## config.mk

```make
export PLATFORM = sky130hd
export DESIGN_NAME = measurement_readback_regs
export DESIGN_NICKNAME = d
export VERILOG_FILES = /design/src/logic/readback_pkg.sv /design/src/logic/measurement_readback_regs.sv /design/src/logic/input_sync.sv
export VERILOG_INCLUDE_DIRS = /design/src /design/src/logic
export SDC_FILE = /design/constraint.sdc
export NUM_CORES = 1
export LEC_CHECK = 0
export CORE_MARGIN = 4
export CORE_UTILIZATION = 29
export CTS_BUF_LIST = sky130_fd_sc_hd__clkbuf_4 sky130_fd_sc_hd__clkbuf_8
export CTS_CLUSTER_DIAMETER = 80
export CTS_CLUSTER_SIZE = 28
export DETAILED_ROUTE_END_ITERATION = 8
export DONT_BUFFER_PORTS = 1
export PLACE_DENSITY_LB_ADDON = 0.05
export SETUP_SLACK_MARGIN = 0.15
export SKIP_LAST_GASP = 1
export SYNTH_ARGS = -nofsm -noshare
export SYNTH_HDL_FRONTEND = slang
export SYNTH_SLANG_ARGS = --single-unit
```

## constraint.sdc

```tcl
create_clock -name clk -period 3.35 [get_ports clk]
set_clock_uncertainty 0.15 [all_clocks]
set_input_delay 0.67 -clock clk [delete_from_list [all_inputs] [get_ports clk]]
set_output_delay 0.67 -clock clk [all_outputs]
set_load 0.01 [all_outputs]
```

## src/logic/readback_params.svh

```systemverilog
// named constants for the measurement readback register bank
// assumes inclusion by the bank and both sim files; definitions only
`ifndef READBACK_PARAMS_SVH
`define READBACK_PARAMS_SVH

// ------------------------------------------------------------------
// register offsets on the serial control port
// ------------------------------------------------------------------
`define ADDR_SUPPLY_MAX_HIGH_NIBBLE  8'h1f
`define ADDR_SUPPLY_MAX_LOW_BYTE     8'h20
`define ADDR_TEMPERATURE_HIGH_NIBBLE 8'h21
`define ADDR_TEMPERATURE_LOW_BYTE    8'h22
`define ADDR_SWITCHED_OUTPUT_STATUS  8'h23

// ------------------------------------------------------------------
// reset values and field layout
// ------------------------------------------------------------------
`define RESET_BYTE        8'h00
`define RESET_CODE        12'h000
`define UNMAPPED_READ     8'h00
`define RSVD_NIBBLE       4'h0
`define RSVD_STATUS       7'h00
`define HIGH_NIBBLE_MSB   11
`define HIGH_NIBBLE_LSB   8
`define LOW_BYTE_MSB      7
`define LOW_BYTE_LSB      0
`define STATUS_LOW_BIT    0

// ------------------------------------------------------------------
// code scaling, for software and for the scale output
// ------------------------------------------------------------------
`define BATT_UV_PER_COUNT 11'h5d2
`define AUX_UV_PER_COUNT  11'h3f2
`define RESET_SCALE       11'h000
`define TEMP_OFFSET_C     8'h28
`define TEMP_CODE_BIAS    12'h002
`define TEMP_COUNTS_PER_C 6.04236

`endif

```

## src/logic/readback_pkg.sv

```systemverilog
// types shared by the measurement readback register bank
// assumes nothing of its surroundings
package readback_pkg;

  // ------------------------------------------------------------------
  // register decode
  // ------------------------------------------------------------------
  typedef enum logic [2:0] {
    SEL_NONE,
    SEL_MAX_HIGH,
    SEL_MAX_LOW,
    SEL_TEMP_HIGH,
    SEL_TEMP_LOW,
    SEL_SW_STATUS
  } reg_sel_type;

endpackage

```

## src/logic/measurement_readback_regs.sv

```systemverilog
// read-only measurement readback registers behind the serial control port
// assumes the serial port engine supplies address, an addressed level and a
// one-cycle read strobe on clk; measurement engines deliver codes on clk
`timescale 1ns/1ps
`include "readback_params.svh"

module measurement_readback_regs (
  input  wire logic        clk,
  input  wire logic        rst_n,
  input  wire logic [7:0]  reg_addr,
  input  wire logic        reg_addressed,
  input  wire logic        reg_rd,
  output logic      [7:0]  rd_data,
  output logic             rd_hit,
  input  wire logic        aux_supply_present_mode,
  input  wire logic [11:0] battery_supply_code,
  input  wire logic [11:0] aux_supply_code,
  input  wire logic        supply_sample_valid,
  input  wire logic        supply_max_clear,
  input  wire logic [11:0] temperature_code,
  input  wire logic        temperature_valid,
  input  wire logic        rail_a_switch_control,
  input  wire logic        rail_a_output_low,
  output logic      [10:0] supply_scale_uv,
  output logic             switch_output_still_low
);

  // ------------------------------------------------------------------
  // reset release
  // ------------------------------------------------------------------
  logic rst_meta_ff;
  logic rst_sync_n;

  always_ff @(posedge clk or negedge rst_n) begin
    if (!rst_n) begin
      rst_meta_ff <= 1'b0;
      rst_sync_n  <= 1'b0;
    end else begin
      rst_meta_ff <= 1'b1;
      rst_sync_n  <= rst_meta_ff;
    end
  end

  // ------------------------------------------------------------------
  // pin input
  // ------------------------------------------------------------------
  logic output_low_clean;

  input_sync #(
    .WIDTH (1)
  ) u_low_sync (
    .clk   (clk),
    .rst_n (rst_sync_n),
    .din   (rail_a_output_low),
    .dout  (output_low_clean)
  );

  // ------------------------------------------------------------------
  // state
  // ------------------------------------------------------------------
  typedef struct packed {
    logic [7:0]  rd_data;
    logic        rd_hit;
    logic [11:0] max_live;
    logic [11:0] max_pub;
    logic [11:0] temp_live;
    logic [11:0] temp_pub;
    logic [7:0]  max_shadow;
    logic [7:0]  temp_shadow;
    logic        max_shadow_valid;
    logic        temp_shadow_valid;
    logic        stat_pub;
    logic [10:0] scale;
  } bank_state_type;

  bank_state_type state_ff;
  bank_state_type nxt_state;

  readback_pkg::reg_sel_type sel;
  logic                      frozen;
  logic [11:0]               new_supply;

  // ------------------------------------------------------------------
  // decode
  // ------------------------------------------------------------------
  always_comb begin
    unique case (reg_addr)
      `ADDR_SUPPLY_MAX_HIGH_NIBBLE:  sel = readback_pkg::SEL_MAX_HIGH;
      `ADDR_SUPPLY_MAX_LOW_BYTE:     sel = readback_pkg::SEL_MAX_LOW;
      `ADDR_TEMPERATURE_HIGH_NIBBLE: sel = readback_pkg::SEL_TEMP_HIGH;
      `ADDR_TEMPERATURE_LOW_BYTE:    sel = readback_pkg::SEL_TEMP_LOW;
      `ADDR_SWITCHED_OUTPUT_STATUS:  sel = readback_pkg::SEL_SW_STATUS;
      default:                       sel = readback_pkg::SEL_NONE;
    endcase
  end

  // freeze only while one of our registers is addressed
  assign frozen = reg_addressed && (sel != readback_pkg::SEL_NONE);

  // source chosen by the supply-present mode
  assign new_supply = aux_supply_present_mode ? aux_supply_code : battery_supply_code;

  // ------------------------------------------------------------------
  // next state
  // ------------------------------------------------------------------
  always_comb begin
    nxt_state = state_ff;

    // trackers keep running underneath; only the published copies freeze
    if (supply_sample_valid && (supply_max_clear || new_supply > state_ff.max_live)) begin
      nxt_state.max_live = new_supply;
      nxt_state.scale = aux_supply_present_mode ? `AUX_UV_PER_COUNT : `BATT_UV_PER_COUNT;
    end else if (supply_max_clear) begin
      nxt_state.max_live = `RESET_CODE;
    end
    // code kept whole so the sign nibble stays two's complement
    if (temperature_valid) begin
      nxt_state.temp_live = temperature_code;
    end

    if (!frozen) begin
      nxt_state.max_pub  = state_ff.max_live;
      nxt_state.temp_pub = state_ff.temp_live;
      nxt_state.stat_pub = rail_a_switch_control && output_low_clean;
    end

    if (reg_rd) begin
      nxt_state.rd_hit = (sel != readback_pkg::SEL_NONE);
      unique case (sel)
        readback_pkg::SEL_MAX_HIGH: begin
          nxt_state.rd_data = {`RSVD_NIBBLE,
                               state_ff.max_pub[`HIGH_NIBBLE_MSB:`HIGH_NIBBLE_LSB]};
          nxt_state.max_shadow       = state_ff.max_pub[`LOW_BYTE_MSB:`LOW_BYTE_LSB];
          nxt_state.max_shadow_valid = 1'b1;
        end
        readback_pkg::SEL_MAX_LOW: begin
          nxt_state.rd_data = state_ff.max_shadow_valid ? state_ff.max_shadow
                              : state_ff.max_pub[`LOW_BYTE_MSB:`LOW_BYTE_LSB];
          nxt_state.max_shadow_valid = 1'b0;
        end
        readback_pkg::SEL_TEMP_HIGH: begin
          nxt_state.rd_data = {`RSVD_NIBBLE,
                               state_ff.temp_pub[`HIGH_NIBBLE_MSB:`HIGH_NIBBLE_LSB]};
          nxt_state.temp_shadow       = state_ff.temp_pub[`LOW_BYTE_MSB:`LOW_BYTE_LSB];
          nxt_state.temp_shadow_valid = 1'b1;
        end
        readback_pkg::SEL_TEMP_LOW: begin
          nxt_state.rd_data = state_ff.temp_shadow_valid ? state_ff.temp_shadow
                              : state_ff.temp_pub[`LOW_BYTE_MSB:`LOW_BYTE_LSB];
          nxt_state.temp_shadow_valid = 1'b0;
        end
        readback_pkg::SEL_SW_STATUS: begin
          nxt_state.rd_data = {`RSVD_STATUS, state_ff.stat_pub};
        end
        readback_pkg::SEL_NONE: begin
          nxt_state.rd_data = `UNMAPPED_READ;
        end
      endcase
    end
  end

  // ------------------------------------------------------------------
  // registers
  // ------------------------------------------------------------------
  always_ff @(posedge clk or negedge rst_sync_n) begin
    if (!rst_sync_n) begin
      state_ff <= '0;
    end else begin
      state_ff <= nxt_state;
    end
  end

  assign rd_data                 = state_ff.rd_data;
  assign rd_hit                  = state_ff.rd_hit;
  assign supply_scale_uv         = state_ff.scale;
  assign switch_output_still_low = state_ff.stat_pub;
endmodule

```

## src/logic/input_sync.sv

```systemverilog
// three-stage synchroniser for pin inputs
// assumes the inputs are asynchronous to clk; reset is already synchronised
`timescale 1ns/1ps

module input_sync #(
  parameter int WIDTH = 1
) (
  input  wire logic             clk,
  input  wire logic             rst_n,
  input  wire logic [WIDTH-1:0] din,
  output logic      [WIDTH-1:0] dout
);

  // ------------------------------------------------------------------
  // state
  // ------------------------------------------------------------------
  typedef struct packed {
    logic [WIDTH-1:0] s1;
    logic [WIDTH-1:0] s2;
    logic [WIDTH-1:0] s3;
    logic [WIDTH-1:0] held;
  } sync_state_type;

  sync_state_type state_ff;
  sync_state_type nxt_state;

  // s1 feeds s2 only; a change counts once s2 and s3 agree
  always_comb begin
    nxt_state    = state_ff;
    nxt_state.s1 = din;
    nxt_state.s2 = state_ff.s1;
    nxt_state.s3 = state_ff.s2;
    for (int i = 0; i < WIDTH; i++) begin
      if (state_ff.s2[i] == state_ff.s3[i]) begin
        nxt_state.held[i] = state_ff.s3[i];
      end
    end
  end

  always_ff @(posedge clk or negedge rst_n) begin
    if (!rst_n) begin
      state_ff <= '0;
    end else begin
      state_ff <= nxt_state;
    end
  end

  assign dout = state_ff.held;

endmodule

```

# Word-level counts from Yosys, hierarchy flattened
# Index checks and enable logic that the tools add are counted.
classes:
  reduce_logical: 13
  mux: 10
  n_eq_ne: 11
  n_lt_le_gt_ge: 1
op_table:
  columns: ["operator", "n"]
  rows:
  - ["$pmux W8 S6", 1]
  - ["$mux W12", 3]
  - ["$eq A8 B6 Y1 const B", 4]
  - ["$mux W8", 2]
  - ["$pmux W3 S5", 1]
  - ["$gt A12 B12 Y1", 1]
  - ["$mux W11", 1]
  - ["$eq A8 B5 Y1 const B", 1]
  - ["$reduce_and A2 Y1", 4]
  - ["$eq A3 B2 Y1 const B", 2]
  - ["$eq A3 B3 Y1 const B", 2]
  - ["$reduce_bool A2 Y1", 3]
  - ["$pmux W1 S2", 2]
  - ["$eq A3 B1 Y1 const B", 1]
  - ["$logic_and A1 B1 Y1", 3]
  - ["$logic_not A3 Y1", 1]
  - ["$reduce_bool A3 Y1", 1]
  - ["$eq A1 B1 Y1", 1]
  - ["$logic_or A1 B1 Y1", 1]
totals:
  output_inout_bits: 21
  regBits: 93
  wordCells: 53
  input_bits: 54

# Depth between registers and ports, before layout
depth:
  depth_word: 5
  mapped_depth: 13
  depth_no_buf: 9

# Hierarchy
# From an unflattened synthesis, not the netlist that was laid out.
unflattened:
  hier_cells: 345
  area_unflattened_um2: 4219.0
modules_own_cells:
  columns: ["module", "cells_per_inst", "area_per_inst_um2", "instances"]
  rows:
  - ["measurement_readback_regs", 340, 4107.7, 1]
  - ["input_sync", 5, 111.4, 1]

# Least setup slack after synthesis
# Ideal clock, no wire load.
synth_timing:
  path_type: "input-to-reg"
  start: "in aux_supply_present_mode"
  end: "reg state_ff[68] (netlist name)"
  path_slack_ps: -295
  required_ps: 3074
  path_buffers: 4
  path_stages: 12
  arrival_ps: 3369
  path_cell_list: "clkbuf_1 > clkbuf_1 > mux2_2 > ha_1 > nand4_1 > nor2_1 > a21boi_0 > a2111o_1 > and3_1 > clkbuf_1 > clkbuf_1 > a221o_1"
synth_via:
  elab_chain_len: 5
  word_cells_on_any_way: 6
  cone_classes: "order compare (1); mux (2); reduce/logical (3)"
synth_rtl:
  columns: ["item", "line", "source"]
  rows:
  - ["from (decl)", "measurement_readback_regs.sv:15", "input wire logic aux_supply_present_mode,"]
  - ["$mux W12 *", "measurement_readback_regs.sv:101", "assign new_supply = aux_supply_present_mode ? aux_supply_code : battery_supply_code;"]
  - ["$gt A12 B12 Y1", "measurement_readback_regs.sv:110", "if (supply_sample_valid && (supply_max_clear || new_supply > state_ff.max_live)) begin"]
  - ["$logic_or A1 B1 Y1", "measurement_readback_regs.sv:110", null]
  - ["$logic_and A1 B1 Y1", "measurement_readback_regs.sv:110", null]
  - ["$mux W12 or $reduce_bool A2 Y1 (tied branches)", null, null]
  - ["to (signal assigned)", "measurement_readback_regs.sv:169", "state_ff <= nxt_state;"]
  - ["to (decl)", "measurement_readback_regs.sv:76", "bank_state_type state_ff;"]
# Every way passes the cells marked *; elsewhere a longest branch is shown, timed or not.
# A chain may end at the register's enable or synchronous reset.

# Worst setup path after layout
layout_timing:
  start: "in aux_supply_present_mode"
  end: "reg state_ff, in the netlist supply_scale_uv[8]"
layout_via:
  elab_chain_len: 4
layout_rtl:
  columns: ["item", "line"]
  rows:
  - ["$mux W12", "measurement_readback_regs.sv:101"]
  - ["$gt A12 B12 Y1", "measurement_readback_regs.sv:110"]
  - ["$logic_or A1 B1 Y1", "measurement_readback_regs.sv:110"]
  - ["$logic_and A1 B1 Y1", "measurement_readback_regs.sv:110"]
# No other way between the ends.

==> metrics.txt <==
critical hold path startpoint rail_a_output_low; startpoint types primary input; CP max stage delay 410 ps; global-route wire length before repair 14.66 mm; Worst Hold Path Cells 0; Max-cap violations 0; synthesized cell area 4232 µm²; cell count after synthesis 348; Via density 4.897; GRT Total Usage 11.56%; FF-to-FF setup slack 790 ps; # clock sinks 85; Synth async-reset ratio 100.0%; vias in the first global route 2641; die area 16590 µm²; CP required 3440 ps; area occupied by registers 2131 µm²; path depth of the worst reg2reg path 8; main flop type after synthesis dfrtp_1; part of the cycle the worst path needs 81.04%; die span in x 128.8 µm; filler cell count 1444; reg-to-reg startpoint state_ff[71]; CTS HTree Levels 3; worst slack, placed -154.3 ps; Sw Share 28.66%; max frequency 368.4 MHz; critical path type in2reg; Initial Util 30.02%; DRC errors left 0; FF-to-FF End supply_scale_uv[8]; Post-CTS Repair Setup Buffers 0; synthesis-stage register bit count 85; Antenna Violating Nets Remaining 0; detailed placement HPWL 6.537 mm; Final nets 397; Final Hold Viols 0; Seq/Total Area, Yosys 50.27%; Bufs on Longest Clock Path 2; unique cell type count in the Yosys netlist 38; Clock Power Share 27.5%; Wirelength per Cell 17.52 µm; combinational power share 18.3%; crit-path max FO 15; final hold slack 182.7 ps; Power per Cell Area 551.0 nW/µm²; CTS tree done; n_diodes 0; Internal 1.797 mW; status finished, final reports clean; pin count of the biggest net entering global routing 59; Post-synth EDFFs 0; root buffer cell clkbuf_8; Mapped Avg Cell Area 12.16 µm²; power share of the sequential group 54.2%; worst-margin pin slew 936.9 ps; via count 2522; IO buf count 0; WL final 9.022 mm; post-route setup slack 635.3 ps; clk_lat worst skew 360 ps; antenna violations before repair 0; sw power 0.7218 mW; HP Class in2reg; Top Family by Delay on Critical Path simple AND/OR/NAND/NOR gates; VDD IR max 190.4 µV; CP Buf/Inv Count 0; relative slew slack 37.31%; Hold EP u_low_sync.nxt_state[2]; Worst path slowest cell or3_1; RSZ-0062 raised after global routing false; crit path cell chain mux2_2 -> ha_1 -> a21o_1 -> nand3_1 -> a21oi_1 -> a2111o_1 -> and3_1 -> or3_1; Ys Warns 0; Min Clock Period, post-route 2715 ps; Setup crit end kind register; Final Max Slew Viols 0; Syn-to-layout area delta 8.013%; I/O Pins 75; 1st-pass router iterations 4; DR iter-0 viols 121; Row Count 43; Final Power 2.518 mW; commonest non-fill, non-tap cell in the layout dfrtp_1; TritonCTS buffer count 9; gr ovfl total 0; most frequent cells in the layout dfrtp_1 (84), mux2_2 (64), inv_1 (21), a22o_1 (14), a221o_1 (14); cell leakage power 2.071 nW; Worst EP arrival 2810 ps; layout cells sized above 1 30.45%; footprint of the multi-input gates 1903 µm²; Placeable Area 14100 µm²; CTS clk-pin slew, worst paths 80 ps; routability congestion estimate 0.7608; Die H 128.8 µm; final setup fails 0
## worst register-to-register path, stage by stage (launching register included)
cell and delay (ps):
dfrtp_1 420, inv_1 60, ha_1 310, a21o_1 180, nand3_1 70, a21oi_1 70, a2111o_1 380, and3_1 390
or3_1 420
## synth_stat cells (2+ instances only)
| master | n | share of area (%) |
|---|---|---|
| o21ai_0 | 11 | 1.3 |
| and2_1 | 2 | 0.30 |
| ha_1 | 12 | 3.5 |
| a22o_1 | 14 | 2.9 |
| a22oi_1 | 4 | 0.71 |
| buf_2 | 3 | 0.35 |
| mux2_2 | 69 | 18 |
| conb_1 | 2 | 0.18 |
| inv_1 | 21 | 1.9 |
| a221o_1 | 14 | 3.3 |
| nand4_1 | 8 | 1.2 |
| clkbuf_1 | 12 | 1.1 |
| buf_4 | 19 | 3.4 |
| buf_1 | 2 | 0.18 |
| nand3_1 | 3 | 0.35 |
| a21oi_1 | 13 | 1.5 |
| nand2_1 | 13 | 1.2 |
| nor2_1 | 12 | 1.1 |
| mux2i_1 | 11 | 2.6 |
| dfrtp_1 | 85 | 50 |
## cell type report
type	count	share of cell area, %
Sequential cell	85	46.62
Clock inverter	1	0.1095
Clock buffer	14	3.942
Multi-Input combinational cell	208	41.64
Inverter	21	1.725
Tap cell	180	4.927
Timing Repair Buffer	6	1.040
## how the worst max path moves through the flow
stage | slack [ps] | from | to | cells after the start
after floorplan | 230 | aux_supply_present_mode | state_ff[72] | 12
after global placement | -120 | aux_supply_present_mode | state_ff[71] | 8
after detailed placement | -150 | aux_supply_present_mode | state_ff[67] | 8
after CTS | 240 | aux_supply_present_mode | state_ff[67] | 8
after global routing | 520 | aux_supply_present_mode | state_ff[66] | 8
final | 640 | aux_supply_present_mode | supply_scale_uv[8] | 8
## logic make-up (layout without fill, tap and decap cells)
logic type / after synthesis / after routing / synth area share (%)
other cells: 2 / 4 / 0.1775
flops: 85 / 85 / 50.27
simple gates: 48 / 48 / 6.505
buf+inv: 57 / 42 / 6.830
compound gates: 62 / 62 / 10.94
fa+ha+maj: 13 / 13 / 3.785
mux: 81 / 81 / 21.50
## stage by stage
| stage | util, % | std cells | TNS (ps) | area [µm²] |
|---|---|---|---|---|
| 2_1_floorplan | - | 350 | 0 | 4344 |
| 3_3_place_gp | 31.01 | 499 | -1648 | 4372 |
| 3_5_place_dp | 31.01 | 499 | -2063 | 4372 |
| 4_1_cts | 32.40 | 515 | 0 | 4567 |
| 5_1_grt | 32.43 | 515 | 0 | 4571 |
| 6_report | 32.43 | 515 | 0 | 4571 |
## flip-flops by register name (all words and copies together) (netlist names)
register / cells
switch_output_still_low: 1
u_low_sync.state_ff: 1
u_low_sync.nxt_state: 2
rd_hit: 1
state_ff: 66
rst_meta_ff: 1
u_low_sync.dout: 1
rst_sync_n: 1
rd_data: 8
supply_scale_uv: 3
## what timing repair did
action / CTS / global route
hold buffers: 1 / 0
hold endpoints to repair: 2 / 0
resized for setup: 0 / 1
endpoints found under the setup margin: 0 / 14
## power by group through the flow
| stage | clock network, mW | registers, mW | logic (mW) |
|---|---|---|---|
| 2_1_floorplan | 0 | 1.31 | 0.456 |
| 3_3_place_gp | 0 | 1.39 | 0.457 |
| 3_5_place_dp | 0 | 1.40 | 0.464 |
| 4_1_cts | 0.736 | 1.37 | 0.467 |
| 5_1_grt | 0.772 | 1.40 | 0.529 |
| 6_report | 0.692 | 1.37 | 0.460 |
## routing by layer
layer | global-route usage (%) | share of wire [%] | vias up
li1 | - | - | 1202
met1 | 15.86 | 49 | 1243
met2 | 17.50 | 45 | 66
met3 | 2.034 | 4.0 | 11
met4 | 5.930 | 2.3 | 0
met5 | 0 | 0 | -
Power figures use the tool's default switching activity.
